===== src/rtl/tmon_regs.svh =====
// Register map and constants of the thermal warning monitor.
// Assumes an APB slave with 32-bit data, one register to a word,
// the byte address being four times the register index.
// Function
// - Monitoring always active in ON and SLEEP
// - Two-bit threshold select, 90 to 120 C
// - One-bit hysteresis select, 8 or 16 C
// - Warning held until at or below threshold minus hysteresis
// - Live warning at status bit 15
// - Event flag set when warning becomes active
// - Event flag also set when warning clears
// - Shutdown in ON or SLEEP requests system reset
// - Event flag cleared only by writing one
// - Unmasked event flag drives thermal interrupt
// - Mask bit 1, resets to masked
`ifndef TMON_REGS_SVH
`define TMON_REGS_SVH

// Register indices
`define TMON_IDX_CFG 16'h4002
`define TMON_IDX_STS 16'h400D
`define TMON_IDX_INT 16'h4011
`define TMON_IDX_MSK 16'h4019
`define TMON_IDX_CLR 16'h4020

// Field positions
`define TMON_CFG_HYST_BIT 3
`define TMON_STS_WARN_BIT 15
`define TMON_INT_WARN_BIT 1

// Reset values
`define TMON_CFG_THR_RST 2'h2
`define TMON_CFG_HYST_RST 1'h1
`define TMON_MSK_RST 1'h1

// Temperatures in degrees C
`define TMON_THR_90 8'h5A
`define TMON_THR_100 8'h64
`define TMON_THR_110 8'h6E
`define TMON_THR_120 8'h78
`define TMON_HYST_8 8'h08
`define TMON_HYST_16 8'h10

`endif


===== src/rtl/tmon_pkg.sv =====
// Types shared by the thermal warning monitor.
// Assumes the power-state sequencer drives the state on pclk.
package tmon_pkg;

  // Power state of the device as seen by the monitor
  typedef enum logic [1:0] {
    TMON_PWR_OFF,
    TMON_PWR_ON,
    TMON_PWR_SLEEP,
    TMON_PWR_OTHER
  } tmon_pwr_t;

  // Software configuration of the warning comparator
  typedef struct packed {
    logic hyst_sel;
    logic [1:0] thr_sel;
  } tmon_cfg_t;

endpackage


===== src/rtl/tmon_top.sv =====
// Thermal warning monitor: APB registers, warning comparator with
// hysteresis, two-edge warning event, interrupt and shutdown reset.
// Assumes die temperature and shutdown comparator arrive
// asynchronously from the analogue side; power state on pclk.
//
// Local design decision: the APB register port.
`include "tmon_regs.svh"

module tmon_top (
  input wire logic pclk,
  input wire logic presetn,
  input wire logic psel,
  input wire logic penable,
  input wire logic pwrite,
  input wire logic [17:0] paddr,
  input wire logic [31:0] pwdata,
  output logic [31:0] prdata,
  output logic pready,
  output logic pslverr,
  input wire logic [7:0] die_temp_c,
  input wire logic shutdown_cmp,
  input wire tmon_pkg::tmon_pwr_t pwr_state,
  output logic overtemp_warning_flag,
  output logic temp_irq,
  output logic sys_reset_req
);
  import tmon_pkg::*;

  // Register storage
  tmon_cfg_t cfg_reg; // Threshold and hysteresis selects
  logic thermal_warn_event_mask_reg; // Mask, 1 blocks interrupt
  logic thermal_warn_event_reg; // Sticky warning event
  logic warn_reg; // Live warning condition
  logic [31:0] prdata_reg; // Read data captured in setup
  logic sys_reset_req_reg; // One-cycle reset request

  // Synchronisers for the analogue side
  logic [7:0] temp_s1_reg; // First stage, read by second only
  logic [7:0] temp_s2_reg; // Second stage
  logic [7:0] temp_s3_reg; // Copy for stability check
  logic [7:0] temp_ok_reg; // Last stable temperature
  logic sd_s1_reg; // Shutdown first stage
  logic sd_s2_reg; // Shutdown second stage
  logic sd_act_d_reg; // Previous gated shutdown level

  // Address decode, index is byte address over four
  wire [15:0] reg_idx = paddr[17:2];
  wire hit_cfg = (reg_idx == `TMON_IDX_CFG);
  wire hit_sts = (reg_idx == `TMON_IDX_STS);
  wire hit_int = (reg_idx == `TMON_IDX_INT);
  wire hit_msk = (reg_idx == `TMON_IDX_MSK);
  wire hit_clr = (reg_idx == `TMON_IDX_CLR);
  wire hit_any = hit_cfg | hit_sts | hit_int | hit_msk | hit_clr;
  wire aligned = (paddr[1:0] == 2'h0);
  wire mapped = hit_any & aligned;

  // Bus phases
  wire setup_ph = psel & ~penable;
  wire access_ph = psel & penable;
  wire wr_acc = access_ph & pwrite & mapped;
  wire wr_cfg = wr_acc & hit_cfg;
  wire wr_msk = wr_acc & hit_msk;
  // Clear by W1C on the interrupt register or by the clear alias
  wire clr_hit = wr_acc & (hit_int | hit_clr);
  wire clr_event = clr_hit & pwdata[`TMON_INT_WARN_BIT];

  // Monitoring runs in ON and SLEEP without any enable
  wire mon_active = (pwr_state == TMON_PWR_ON) |
                    (pwr_state == TMON_PWR_SLEEP);

  // Selected warning threshold
  logic [7:0] thr_c;
  always_comb begin
    unique case (cfg_reg.thr_sel)
      2'h0: thr_c = `TMON_THR_90;
      2'h1: thr_c = `TMON_THR_100;
      2'h2: thr_c = `TMON_THR_110;
      2'h3: thr_c = `TMON_THR_120;
    endcase
  end

  // Selected hysteresis margin
  wire [7:0] hyst_c = cfg_reg.hyst_sel ? `TMON_HYST_16
                                      : `TMON_HYST_8;
  // Release point, thresholds exceed the margin so no wrap
  wire [7:0] release_c = thr_c - hyst_c;

  // Warning comparator with hysteresis
  wire temp_hot = (temp_ok_reg >= thr_c);
  wire temp_cool = (temp_ok_reg <= release_c);
  logic warn_next;
  always_comb begin
    if (!mon_active) begin
      // Outside ON and SLEEP nothing is monitored
      warn_next = 1'b0;
    end else if (!warn_reg) begin
      // Enter on reaching the threshold
      warn_next = temp_hot;
    end else begin
      // Hold until fallen by the full margin
      warn_next = ~temp_cool;
    end
  end

  // Both edges of the warning raise the event
  wire warn_rise = warn_next & ~warn_reg;
  wire warn_fall = ~warn_next & warn_reg;
  wire warn_edge = warn_rise | warn_fall;

  // Sticky event, a new edge wins over a clear
  wire event_next = warn_edge |
                    (thermal_warn_event_reg & ~clr_event);

  // Shutdown seen only in ON or SLEEP
  wire sd_act = sd_s2_reg & mon_active;
  wire sd_rise = sd_act & ~sd_act_d_reg;

  // Temperature passes only when two samples agree
  wire temp_stable = (temp_s2_reg == temp_s3_reg);

  // Read multiplexer
  logic [31:0] rd_mux;
  always_comb begin
    rd_mux = 32'h0000_0000;
    if (hit_cfg) begin
      rd_mux[`TMON_CFG_HYST_BIT] = cfg_reg.hyst_sel;
      rd_mux[1:0] = cfg_reg.thr_sel;
    end else if (hit_sts) begin
      rd_mux[`TMON_STS_WARN_BIT] = warn_reg;
    end else if (hit_int) begin
      rd_mux[`TMON_INT_WARN_BIT] = thermal_warn_event_reg;
    end else if (hit_msk) begin
      rd_mux[`TMON_INT_WARN_BIT] = thermal_warn_event_mask_reg;
    end else begin
      // Clear alias and unmapped addresses read zero
      rd_mux = 32'h0000_0000;
    end
  end

  // Analogue temperature synchroniser
  always_ff @(posedge pclk or negedge presetn) begin
    if (!presetn) begin
      temp_s1_reg <= 8'h00;
      temp_s2_reg <= 8'h00;
      temp_s3_reg <= 8'h00;
    end else begin
      temp_s1_reg <= die_temp_c;
      temp_s2_reg <= temp_s1_reg;
      temp_s3_reg <= temp_s2_reg;
    end
  end

  // Stable temperature used by the comparator
  always_ff @(posedge pclk or negedge presetn) begin
    if (!presetn) begin
      temp_ok_reg <= 8'h00;
    end else if (temp_stable) begin
      temp_ok_reg <= temp_s3_reg;
    end
  end

  // Shutdown comparator synchroniser and edge history
  always_ff @(posedge pclk or negedge presetn) begin
    if (!presetn) begin
      sd_s1_reg <= 1'b0;
      sd_s2_reg <= 1'b0;
      sd_act_d_reg <= 1'b0;
    end else begin
      sd_s1_reg <= shutdown_cmp;
      sd_s2_reg <= sd_s1_reg;
      sd_act_d_reg <= sd_act;
    end
  end

  // System reset request, one pulse per shutdown entry
  always_ff @(posedge pclk or negedge presetn) begin
    if (!presetn) begin
      sys_reset_req_reg <= 1'b0;
    end else begin
      sys_reset_req_reg <= sd_rise;
    end
  end

  // Warning state
  always_ff @(posedge pclk or negedge presetn) begin
    if (!presetn) begin
      warn_reg <= 1'b0;
    end else begin
      warn_reg <= warn_next;
    end
  end

  // Sticky thermal warning event
  always_ff @(posedge pclk or negedge presetn) begin
    if (!presetn) begin
      thermal_warn_event_reg <= 1'b0;
    end else begin
      thermal_warn_event_reg <= event_next;
    end
  end

  // Configuration register
  always_ff @(posedge pclk or negedge presetn) begin
    if (!presetn) begin
      cfg_reg.thr_sel <= `TMON_CFG_THR_RST;
      cfg_reg.hyst_sel <= `TMON_CFG_HYST_RST;
    end else if (wr_cfg) begin
      cfg_reg.thr_sel <= pwdata[1:0];
      cfg_reg.hyst_sel <= pwdata[`TMON_CFG_HYST_BIT];
    end
  end

  // Interrupt mask register
  always_ff @(posedge pclk or negedge presetn) begin
    if (!presetn) begin
      thermal_warn_event_mask_reg <= `TMON_MSK_RST;
    end else if (wr_msk) begin
      thermal_warn_event_mask_reg <=
        pwdata[`TMON_INT_WARN_BIT];
    end
  end

  // Read data captured in the setup cycle
  always_ff @(posedge pclk or negedge presetn) begin
    if (!presetn) begin
      prdata_reg <= 32'h0000_0000;
    end else if (setup_ph & ~pwrite) begin
      // Misaligned or unmapped reads return zero
      prdata_reg <= mapped ? rd_mux : 32'h0000_0000;
    end
  end

  // Zero-wait slave, error on unmapped or misaligned access
  assign pready = 1'b1;
  assign pslverr = access_ph & ~mapped;
  assign prdata = prdata_reg;

  // Block outputs
  assign overtemp_warning_flag = warn_reg;
  assign temp_irq = thermal_warn_event_reg &
                    ~thermal_warn_event_mask_reg;
  assign sys_reset_req = sys_reset_req_reg;

endmodule


===== config.mk =====
export PLATFORM = sky130hd
export DESIGN_NAME = tmon_top
export DESIGN_NICKNAME = d
export VERILOG_FILES = /design/src/rtl/tmon_pkg.sv /design/src/rtl/tmon_top.sv
export VERILOG_INCLUDE_DIRS = /design/src /design/src/rtl
export SDC_FILE = /design/constraint.sdc
export NUM_CORES = 1
export LEC_CHECK = 0
export CAP_MARGIN = 10
export CORE_UTILIZATION = 50
export DETAILED_ROUTE_END_ITERATION = 8
export DONT_BUFFER_PORTS = 1
export PLACE_DENSITY_LB_ADDON = 0.25
export SLEW_MARGIN = 20
export SYNTH_ARGS = -nofsm -noshare
export SYNTH_HDL_FRONTEND = slang
export SYNTH_SLANG_ARGS = --single-unit

===== constraint.sdc =====
create_clock -name pclk -period 3.1 [get_ports pclk]
set_clock_uncertainty 0.2 [all_clocks]
set_input_delay 0.62 -clock pclk [delete_from_list [all_inputs] [get_ports pclk]]
set_output_delay 0.62 -clock pclk [all_outputs]
set_load 0.01 [all_outputs]

* Word level (Yosys, flattened, before mapping)
Index checks and enable logic that the tools add are counted.
** Operators by class
- Mux-type cells :: 13
- Equality and inequality tests :: 11
- $lt $le $gt $ge :: 2
- Reductions and logical operators :: 2
- Add/subtract/negate cells :: 1
- Bitwise gates (word level) :: 34
** Operators by type and width (number)
- $eq A16 B15 Y1 const B :: 5
- $mux W32 :: 1
- $pmux W8 S4 :: 1
- $and A1 B1 Y1 :: 17
- $mux W12 :: 1
- $not A1 Y1 :: 9
- $eq A8 B8 Y1 :: 1
- $ge A8 B8 Y1 :: 1
- $le A8 B8 Y1 :: 1
- $or A1 B1 Y1 :: 8
- $sub A8 B5 Y8 :: 1
- $mux W1 :: 7
- $eq A2 B2 Y1 const B :: 3
- $mux W5 :: 1
- $eq A2 B1 Y1 const B :: 2
- $logic_not A2 Y1 :: 2
- $mux W2 :: 2
** Word-level totals
- Input bits :: 66
- Logic and storage cells :: 77
- Output and inout bits :: 37
- Bits in registers :: 74

* Longest topological paths before layout
Gate-level depths: netlist (run 1).
- Depth in word-level cells :: 12
- Depth in mapped cells :: 12

* Least setup slack after synthesis (run 1)
No wires, ideal clock.
- Path type :: reg2reg
- Start point :: register cfg_reg[1] (netlist name)
- End point :: register warn_reg, in the netlist overtemp_warning_flag
- Arrival :: 2.309 ns
- Cell stages (with the launch flop) :: 11
- Setup time :: 0.120 ns
- Path slack :: 0.470 ns
- Cells stage by stage :: dfstp_2 -> inv_1 -> ha_1 -> inv_1 -> fa_1 -> xnor2_1 -> ha_1 -> a21o_1 -> a211oi_1 -> o21ai_0 -> o211a_1
** On the way
- Cells in the longest elaborated chain, start to end :: 7
** Ends and longest elaborated chain
- from (decl) :: line tmon_top.sv:30 : tmon_cfg_t cfg_reg;
- $eq A2 B2 Y1 (tied with other cells) :: line tmon_top.sv:74 : unique case (cfg_reg.thr_sel)
- $pmux W8 S4 (*) :: line tmon_top.sv:74
- $sub A8 B5 Y8 :: line tmon_top.sv:86 : wire [7:0] release_c = thr_c - hyst_c;
- $le A8 B8 Y1 :: line tmon_top.sv:90 : wire temp_cool = (temp_ok_reg <= release_c);
- $not A1 Y1 :: line tmon_top.sv:101 : warn_next = ~temp_cool;
- $mux W1 (*) :: line tmon_top.sv:96 : end else if (!warn_reg) begin
- $mux W1 (*) :: line tmon_top.sv:93 : if (!mon_active) begin
- named net warn_next :: line tmon_top.sv:91 : logic warn_next;
- to (signal assigned) :: line tmon_top.sv:189 : warn_reg <= warn_next;
- to (decl) :: line tmon_top.sv:33 : logic warn_reg;
The timed path passes the listed nets; every way through them passes the cells marked *. The select of a mux whose other input is x is not followed.
A chain may end at the register's enable or synchronous reset.

* Final worst setup path (run 1)
Same ends and word-level chain as after synthesis.

==> out/results.ini, run 1 <==
[outcome]
status = finished with violations
violations = design-rule violations

[floorplan]
fp-row-count = 24
initial_core_util_pct = 52.0
core_area_sq_um = 4350
die_w_um = 69.3
die_h_um = 69.3
ios = 103
die-area_sq_um = 4800

[synthesis]
synth_cells = 195
synth_area_leaders = dfrtp_1 48%, buf_4 9.6%, ha_1 6.6%
synth.area.mux_share_pct = 4.92
async_flop_share_pct = 100
ys.flop_type = dfrtp_1
ys_seq_area_share_pct = 51.1
synthDominantCellAreaShare_pct = 47.6
ys.warnings.count = 0
synth-simple-area-share_pct = 14.2
yosys.area_share.xor_xnor_pct = 4.26
synth_compound_area_share_pct = 6.47
yosys.area.top_type = dfrtp_1
syn_area_per_cell_sq_um = 11.6
synth.distinct_cells = 44
synth_edf_count = 0
yosysMostFrequentCell = dfrtp_1
synth_top_family_by_area = simple AND/OR/NAND/NOR gates
synthAdderAreaFrac_pct = 7.52
synth_common_cells = 43 x dfrtp_1, 29 x buf_4, 15 x nand2_1
ys_ff_latch = 46
synth_area_sq_um = 2260

[setup_path]
crit_buf_inv = 2
crit_path_max_fanout = 4
r2r_cells = 10
cp_slowest_cell = dfstp_2
startpoint = cfg_reg[1]$_DFFE_PN1P_
reg2reg_to = overtemp_warning_flag$_DFF_PN0_
arrival_ns = 2.85
regToRegSetupSlack_ns = 0.23
crit_chain = inv_1 -> ha_1 -> inv_1 -> fa_1 -> xnor2_1 -> ha_1 -> a21o_1 -> a211oi_1 -> o21ai_0 -> o211a_1
crit_family = adder cells
critPathMaxStageDelay_ns = 0.52
end_kind = register
path_class = register to register
r2r_start = cfg_reg[1]$_DFFE_PN1P_
required_ns = 3.09
critPathLaunchType = register

[cts]
clock_latency_ns = 0.29
path_clk_slew_ns = 0.08
htree_levels = 2
clockBufferDepth = 2
cts.repair.resized = 0
cts_tree = yes
cts_inserted_buffers = 5
clkSinkCount = 46
clockRootBuffer = clkbuf_8
cts_setup_buffers = 0

[hold_path]
worstHoldStart = die_temp_c[0]
whs_endpoint = temp_s1_reg[0]$_DFF_PN0_
hold_class = primary input to register
hold_path_depth = 0

[global_routing]
grt_pass1_vias = 1325
grt_max_degree = 47
antenna_found_initial = 0
grt_pass1_wl_mm = 5.98
grtUsageTotal_pct = 15.9
gr-total-overflow = 0

[route]
drc = 1
drt_iter0_drc = 37
drt-total-wl_mm = 3.43
final_antenna_net_count = 0
detail_route.wl_per_cell_um = 13.5
via_per_inst = 5.20
dr.pass1.iters = 6
via_count = 1327

[layout]
nFillCells = 402
final_util_pct = 53.6
fin_nets = 281
num_antenna_cells = 0
area_growth_pct = 3.21
final_cell_area_sq_um = 2330
drive_gt1_share_pct = 8.87

[timing]
min_period_ns = 2.87
max_slew_margin_pct = 67.1
final.setup.tns_ns = 0
worst_pin_slew_ns = 0.490
rsz0062_at_grt = false
maxSlewViolCount = 0
finalSetupViolCount = 0
period_share_pct = 92.4
finalHoldViolCount = 0
fmax_mhz = 349

[pwr]
max-vdd-ir-drop_uv = 309
p_leak_nw = 1.12
p_total_w = 0.00114
power_density_nw_per_um2 = 488

[job]
maxCapViolations = 0

[placement]
placed_area_sq_um = 2210
gp_congestion = 0.951
portBuffers = 0
place_hpwl_mm = 2.65

==> worst max-delay path by stage <==
| stage | end | slack [ns] | depth (start not counted) |
|---|---|---|---|
| 5_1_grt | overtemp_warning_flag$_DFF_PN0_ | 0.08 | 11 |
| 3_3_place_gp | overtemp_warning_flag$_DFF_PN0_ | 0.32 | 10 |
| 2_1_floorplan | overtemp_warning_flag$_DFF_PN0_ | 0.47 | 10 |
| 6_report | overtemp_warning_flag$_DFF_PN0_ | 0.23 | 10 |
| 3_5_place_dp | overtemp_warning_flag$_DFF_PN0_ | 0.23 | 10 |
| 4_1_cts | overtemp_warning_flag$_DFF_PN0_ | 0.23 | 10 |
==> logic make-up after synthesis <==
| logic type | after synthesis |
|---|---|
| buffers and inverters | 39 |
| other | 2 |
| adder cells (fa/ha/maj) | 13 |
| AO/OA/AOI/OAI | 23 |
| multiplexers | 10 |
| XOR/XNOR | 11 |
| flip-flops | 46 |
| AND/OR/NAND/NOR | 51 |
==> cell type report <==
| type | instances | area, sq um | share of cell area, % |
|---|---|---|---|
| Timing Repair Buffer | 2 | 37.5 | 1.61 |
| Clock inverter | 2 | 13.8 | 0.589 |
| Sequential cell | 46 | 1150 | 49.5 |
| Clock buffer | 6 | 72.6 | 3.11 |
| Tap cell | 52 | 65.1 | 2.79 |
| Multi-Input combinational cell | 138 | 957 | 41.0 |
| Inverter | 9 | 33.8 | 1.45 |
==> report_power, final <==
group	switching, W	internal (W)	leakage [nW]	total, W
clock	0.000191	0.000159	0.0452	0.000350
combinational	0.0000720	0.0000504	0.514	0.000122
sequential	0.0000272	0.000640	0.561	0.000668
==> metal layers <==
layer  vias up  share of wire [%]  GRT usage [%]
met1       624                 42           20.0
met4         0                2.3           6.35
met5         -                  0              0
met2        59                 49           25.7
met3        12                6.7           4.80
li1        632                  -              -
==> cell usage in the layout (no fill, tap or decap), types with 2 or more instances in the layout <==
cell and n:
dfrtp_1 43, conb_1 30, nand2_1 15, ha_1 12, xor2_1 9, mux2_1 9
inv_1 8, o21ai_1 6, o21ai_0 5, clkbuf_8 5, nor3_1 3, nor2_1 3
nand3_1 3, a21oi_1 3, nor2b_1 3, nor3b_1 3, nor4_2 3, nor4_1 3
dfstp_2 3, xnor2_1 2, a31oi_1 2, nand3b_1 2, nand4_1 2, or4b_1 2
==> stage by stage <==
stage          instances  setup slack [ns]  hold WS, ns
4_1_cts              255             0.232        0.132
3_3_place_gp         245             0.320        0.126
2_1_floorplan        223             0.470        0.124
6_report             255             0.234        0.149
5_1_grt              255            0.0820        0.123
3_5_place_dp         245             0.227        0.126
==> what timing repair did <==
action | 4_1_cts | 5_1_grt
setup endpoints to repair | 0 | 0
hold endpoints to repair | 46 | 0
hold buffers | 2 | 0
Power figures use the tool's default switching activity.
==> run 2: changes to the inputs <==
CORE_UTILIZATION = 55   (was 50)
==> out/results.ini, run 2 (synthesized netlist as in run 1, its figures left out) <==
[outcome]
status = finished, final reports clean

[layout]
drive_gt1_share_pct = 9.36  ; +0.49 points
seq_area_sq_um = 1150  ; unchanged
final_cell_area_sq_um = 2360  ; +0.91%
multi_input_area_sq_um = 957  ; unchanged
final_common_cell = dfrtp_1
area_growth_pct = 4.15
nFillCells = 316  ; -21%
num_antenna_cells = 0  ; unchanged
fin_nets = 281  ; unchanged
final_cell_mix = 43 x dfrtp_1, 30 x conb_1, 15 x nand2_1, 12 x ha_1
final_util_pct = 62.0  ; +8.4 points

[cts]
cts_tree = yes
clockBufferDepth = 2  ; unchanged
clock_latency_ns = 0.30  ; about the same
cts_inserted_buffers = 5  ; unchanged
cts_setup_buffers = 0  ; unchanged
clkSinkCount = 46  ; unchanged
htree_levels = 2  ; unchanged
path_clk_slew_ns = 0.08  ; about the same
clockRootBuffer = clkbuf_8

[timing]
worst_pin_slew_ns = 0.535  ; +0.0453 ns
period_share_pct = 92.7  ; +0.25 points
final.setup.tns_ns = 0  ; unchanged
setup_slack_ns = 0.226  ; -0.00783 ns
maxSlewViolCount = 0  ; unchanged
max_slew_margin_pct = 64.0  ; -3.0 points
rsz0062_at_grt = false
fmax_mhz = 348  ; -0.27%
min_period_ns = 2.87  ; +0.00783 ns
finalSetupViolCount = 0  ; unchanged
finalHoldViolCount = 0  ; unchanged

[global_routing]
grt_pass1_vias = 1289  ; -2.7%
gr-total-overflow = 0  ; unchanged
grt_max_degree = 47  ; unchanged
antenna_found_initial = 0  ; unchanged
grtUsageTotal_pct = 17.6  ; +1.7 points
grt_pass1_wl_mm = 5.66  ; -5.2%

[route]
dr.pass1.iters = 4  ; -2
final_antenna_net_count = 0  ; unchanged
via_count = 1317  ; -0.75%
drc = 0  ; -1
detail_route.wl_per_cell_um = 14.4  ; +7.0%
drt-total-wl_mm = 3.62  ; +5.3%
drt_iter0_drc = 69  ; +86%
via_per_inst = 5.25  ; +0.83%

[floorplan]
die_w_um = 66.1  ; -4.5%
ios = 103  ; unchanged
die_h_um = 66.1  ; -4.5%
fp-row-count = 22  ; -8.3%
die-area_sq_um = 4370  ; -8.8%
initial_core_util_pct = 59.6  ; +7.6 points
core_area_sq_um = 3800  ; -13%

[placement]
placed_area_sq_um = 2210  ; -0.23%
gp_congestion = 0.839  ; -12%
place_hpwl_mm = 2.75  ; +3.7%
pre_cts_ws_ns = 0.239  ; +0.0112 ns
portBuffers = 0  ; unchanged

[pwr]
switching_power_w = 0.000303  ; +4.2%
clkPwrFrac_pct = 35.9  ; +5.2 points
power_density_nw_per_um2 = 524  ; +7.4%
p_total_w = 0.00124  ; +8.3%
combPwrFrac_pct = 10.1  ; -0.6 points
p_leak_nw = 1.13  ; +1.2%
max-vdd-ir-drop_uv = 396  ; +28%
p_int_w = 0.000933  ; +9.8%
power_frac_seq_pct = 54.1  ; -4.4 points
switching_share_pct = 24.5  ; -0.97 points

[setup_path]
path_class = register to register
crit_path_max_fanout = 4  ; unchanged
end_kind = register
required_ns = 3.09  ; about the same
critPathLaunchType = register
r2r_cells = 10  ; unchanged
arrival_ns = 2.87  ; +0.02 ns

[hold_path]
hold_class = primary input to register
hold_path_depth = 0  ; unchanged

[job]
maxCapViolations = 0  ; unchanged

-- run 2: power by group through the flow --
stage | Clock (W) | Combinational, W | Sequential, W
finish | 0.000443 | 0.000124 | 0.000668
global route | 0.000481 | 0.000140 | 0.000674
CTS | 0.000449 | 0.000126 | 0.000669
detailed placement | 0 | 0.000107 | 0.000680
global placement | 0 | 0.000102 | 0.000678
floorplan | 0 | 0.000118 | 0.000671
-- run 2: path summary, 6_finish.rpt --
kind                                                           end                      from  slack (ns)
min in group asynchronous                 temp_s3_reg[4]$_DFF_PN0_                   presetn        0.61
min                                       temp_s1_reg[4]$_DFF_PN0_             die_temp_c[4]        0.14
max reg2reg                        overtemp_warning_flag$_DFF_PN0_    cfg_reg[1]$_DFFE_PN1P_        0.23
min reg2reg                               temp_s2_reg[2]$_DFF_PN0_  temp_s1_reg[2]$_DFF_PN0_        0.15
max                                overtemp_warning_flag$_DFF_PN0_    cfg_reg[1]$_DFFE_PN1P_        0.23
max in group asynchronous  thermal_warn_event_mask_reg$_DFFE_PN1P_                   presetn        1.83
-- run 2: metal layers --
layer / routed length, um / global-route usage [%]
met5: 0 / 0
met2: 1900 / 29.6
met1: 1460 / 20.7
met4: 47 / 6.38
met3: 209 / 6.03
-- run 2: per-stage QoR --
| stage | instances | hold slack (ns) |
|---|---|---|
| after floorplan | 223 | 0.124 |
| after global placement | 241 | 0.126 |
| after detailed placement | 241 | 0.126 |
| after CTS | 251 | 0.134 |
| after global routing | 251 | 0.121 |
| final | 251 | 0.141 |
-- run 2: cell type report --
class                      instances  area share [%]
inverter                           9            1.43
clock inverter                     3            1.86
sequential                        46            49.0
multi-input combinational        138            40.6
timing repair buffer               2            1.59
clock buffer                       5            2.92
tap                               48            2.55
-- run 2: critical path, cell delays in order, from the launching register on --
cell and delay [ns]:
dfstp_2 0.52, inv_1 0.07, ha_1 0.31, inv_1 0.09
fa_1 0.41, xnor2_1 0.18, ha_1 0.27, a21o_1 0.18
a211oi_1 0.24, o21ai_0 0.15, o211a_1 0.15
-- run 2: what timing repair did --
item,4_1_cts,5_1_grt
resized for setup,0,0
endpoints found under the hold margin,46,0
hold buffers,2,0
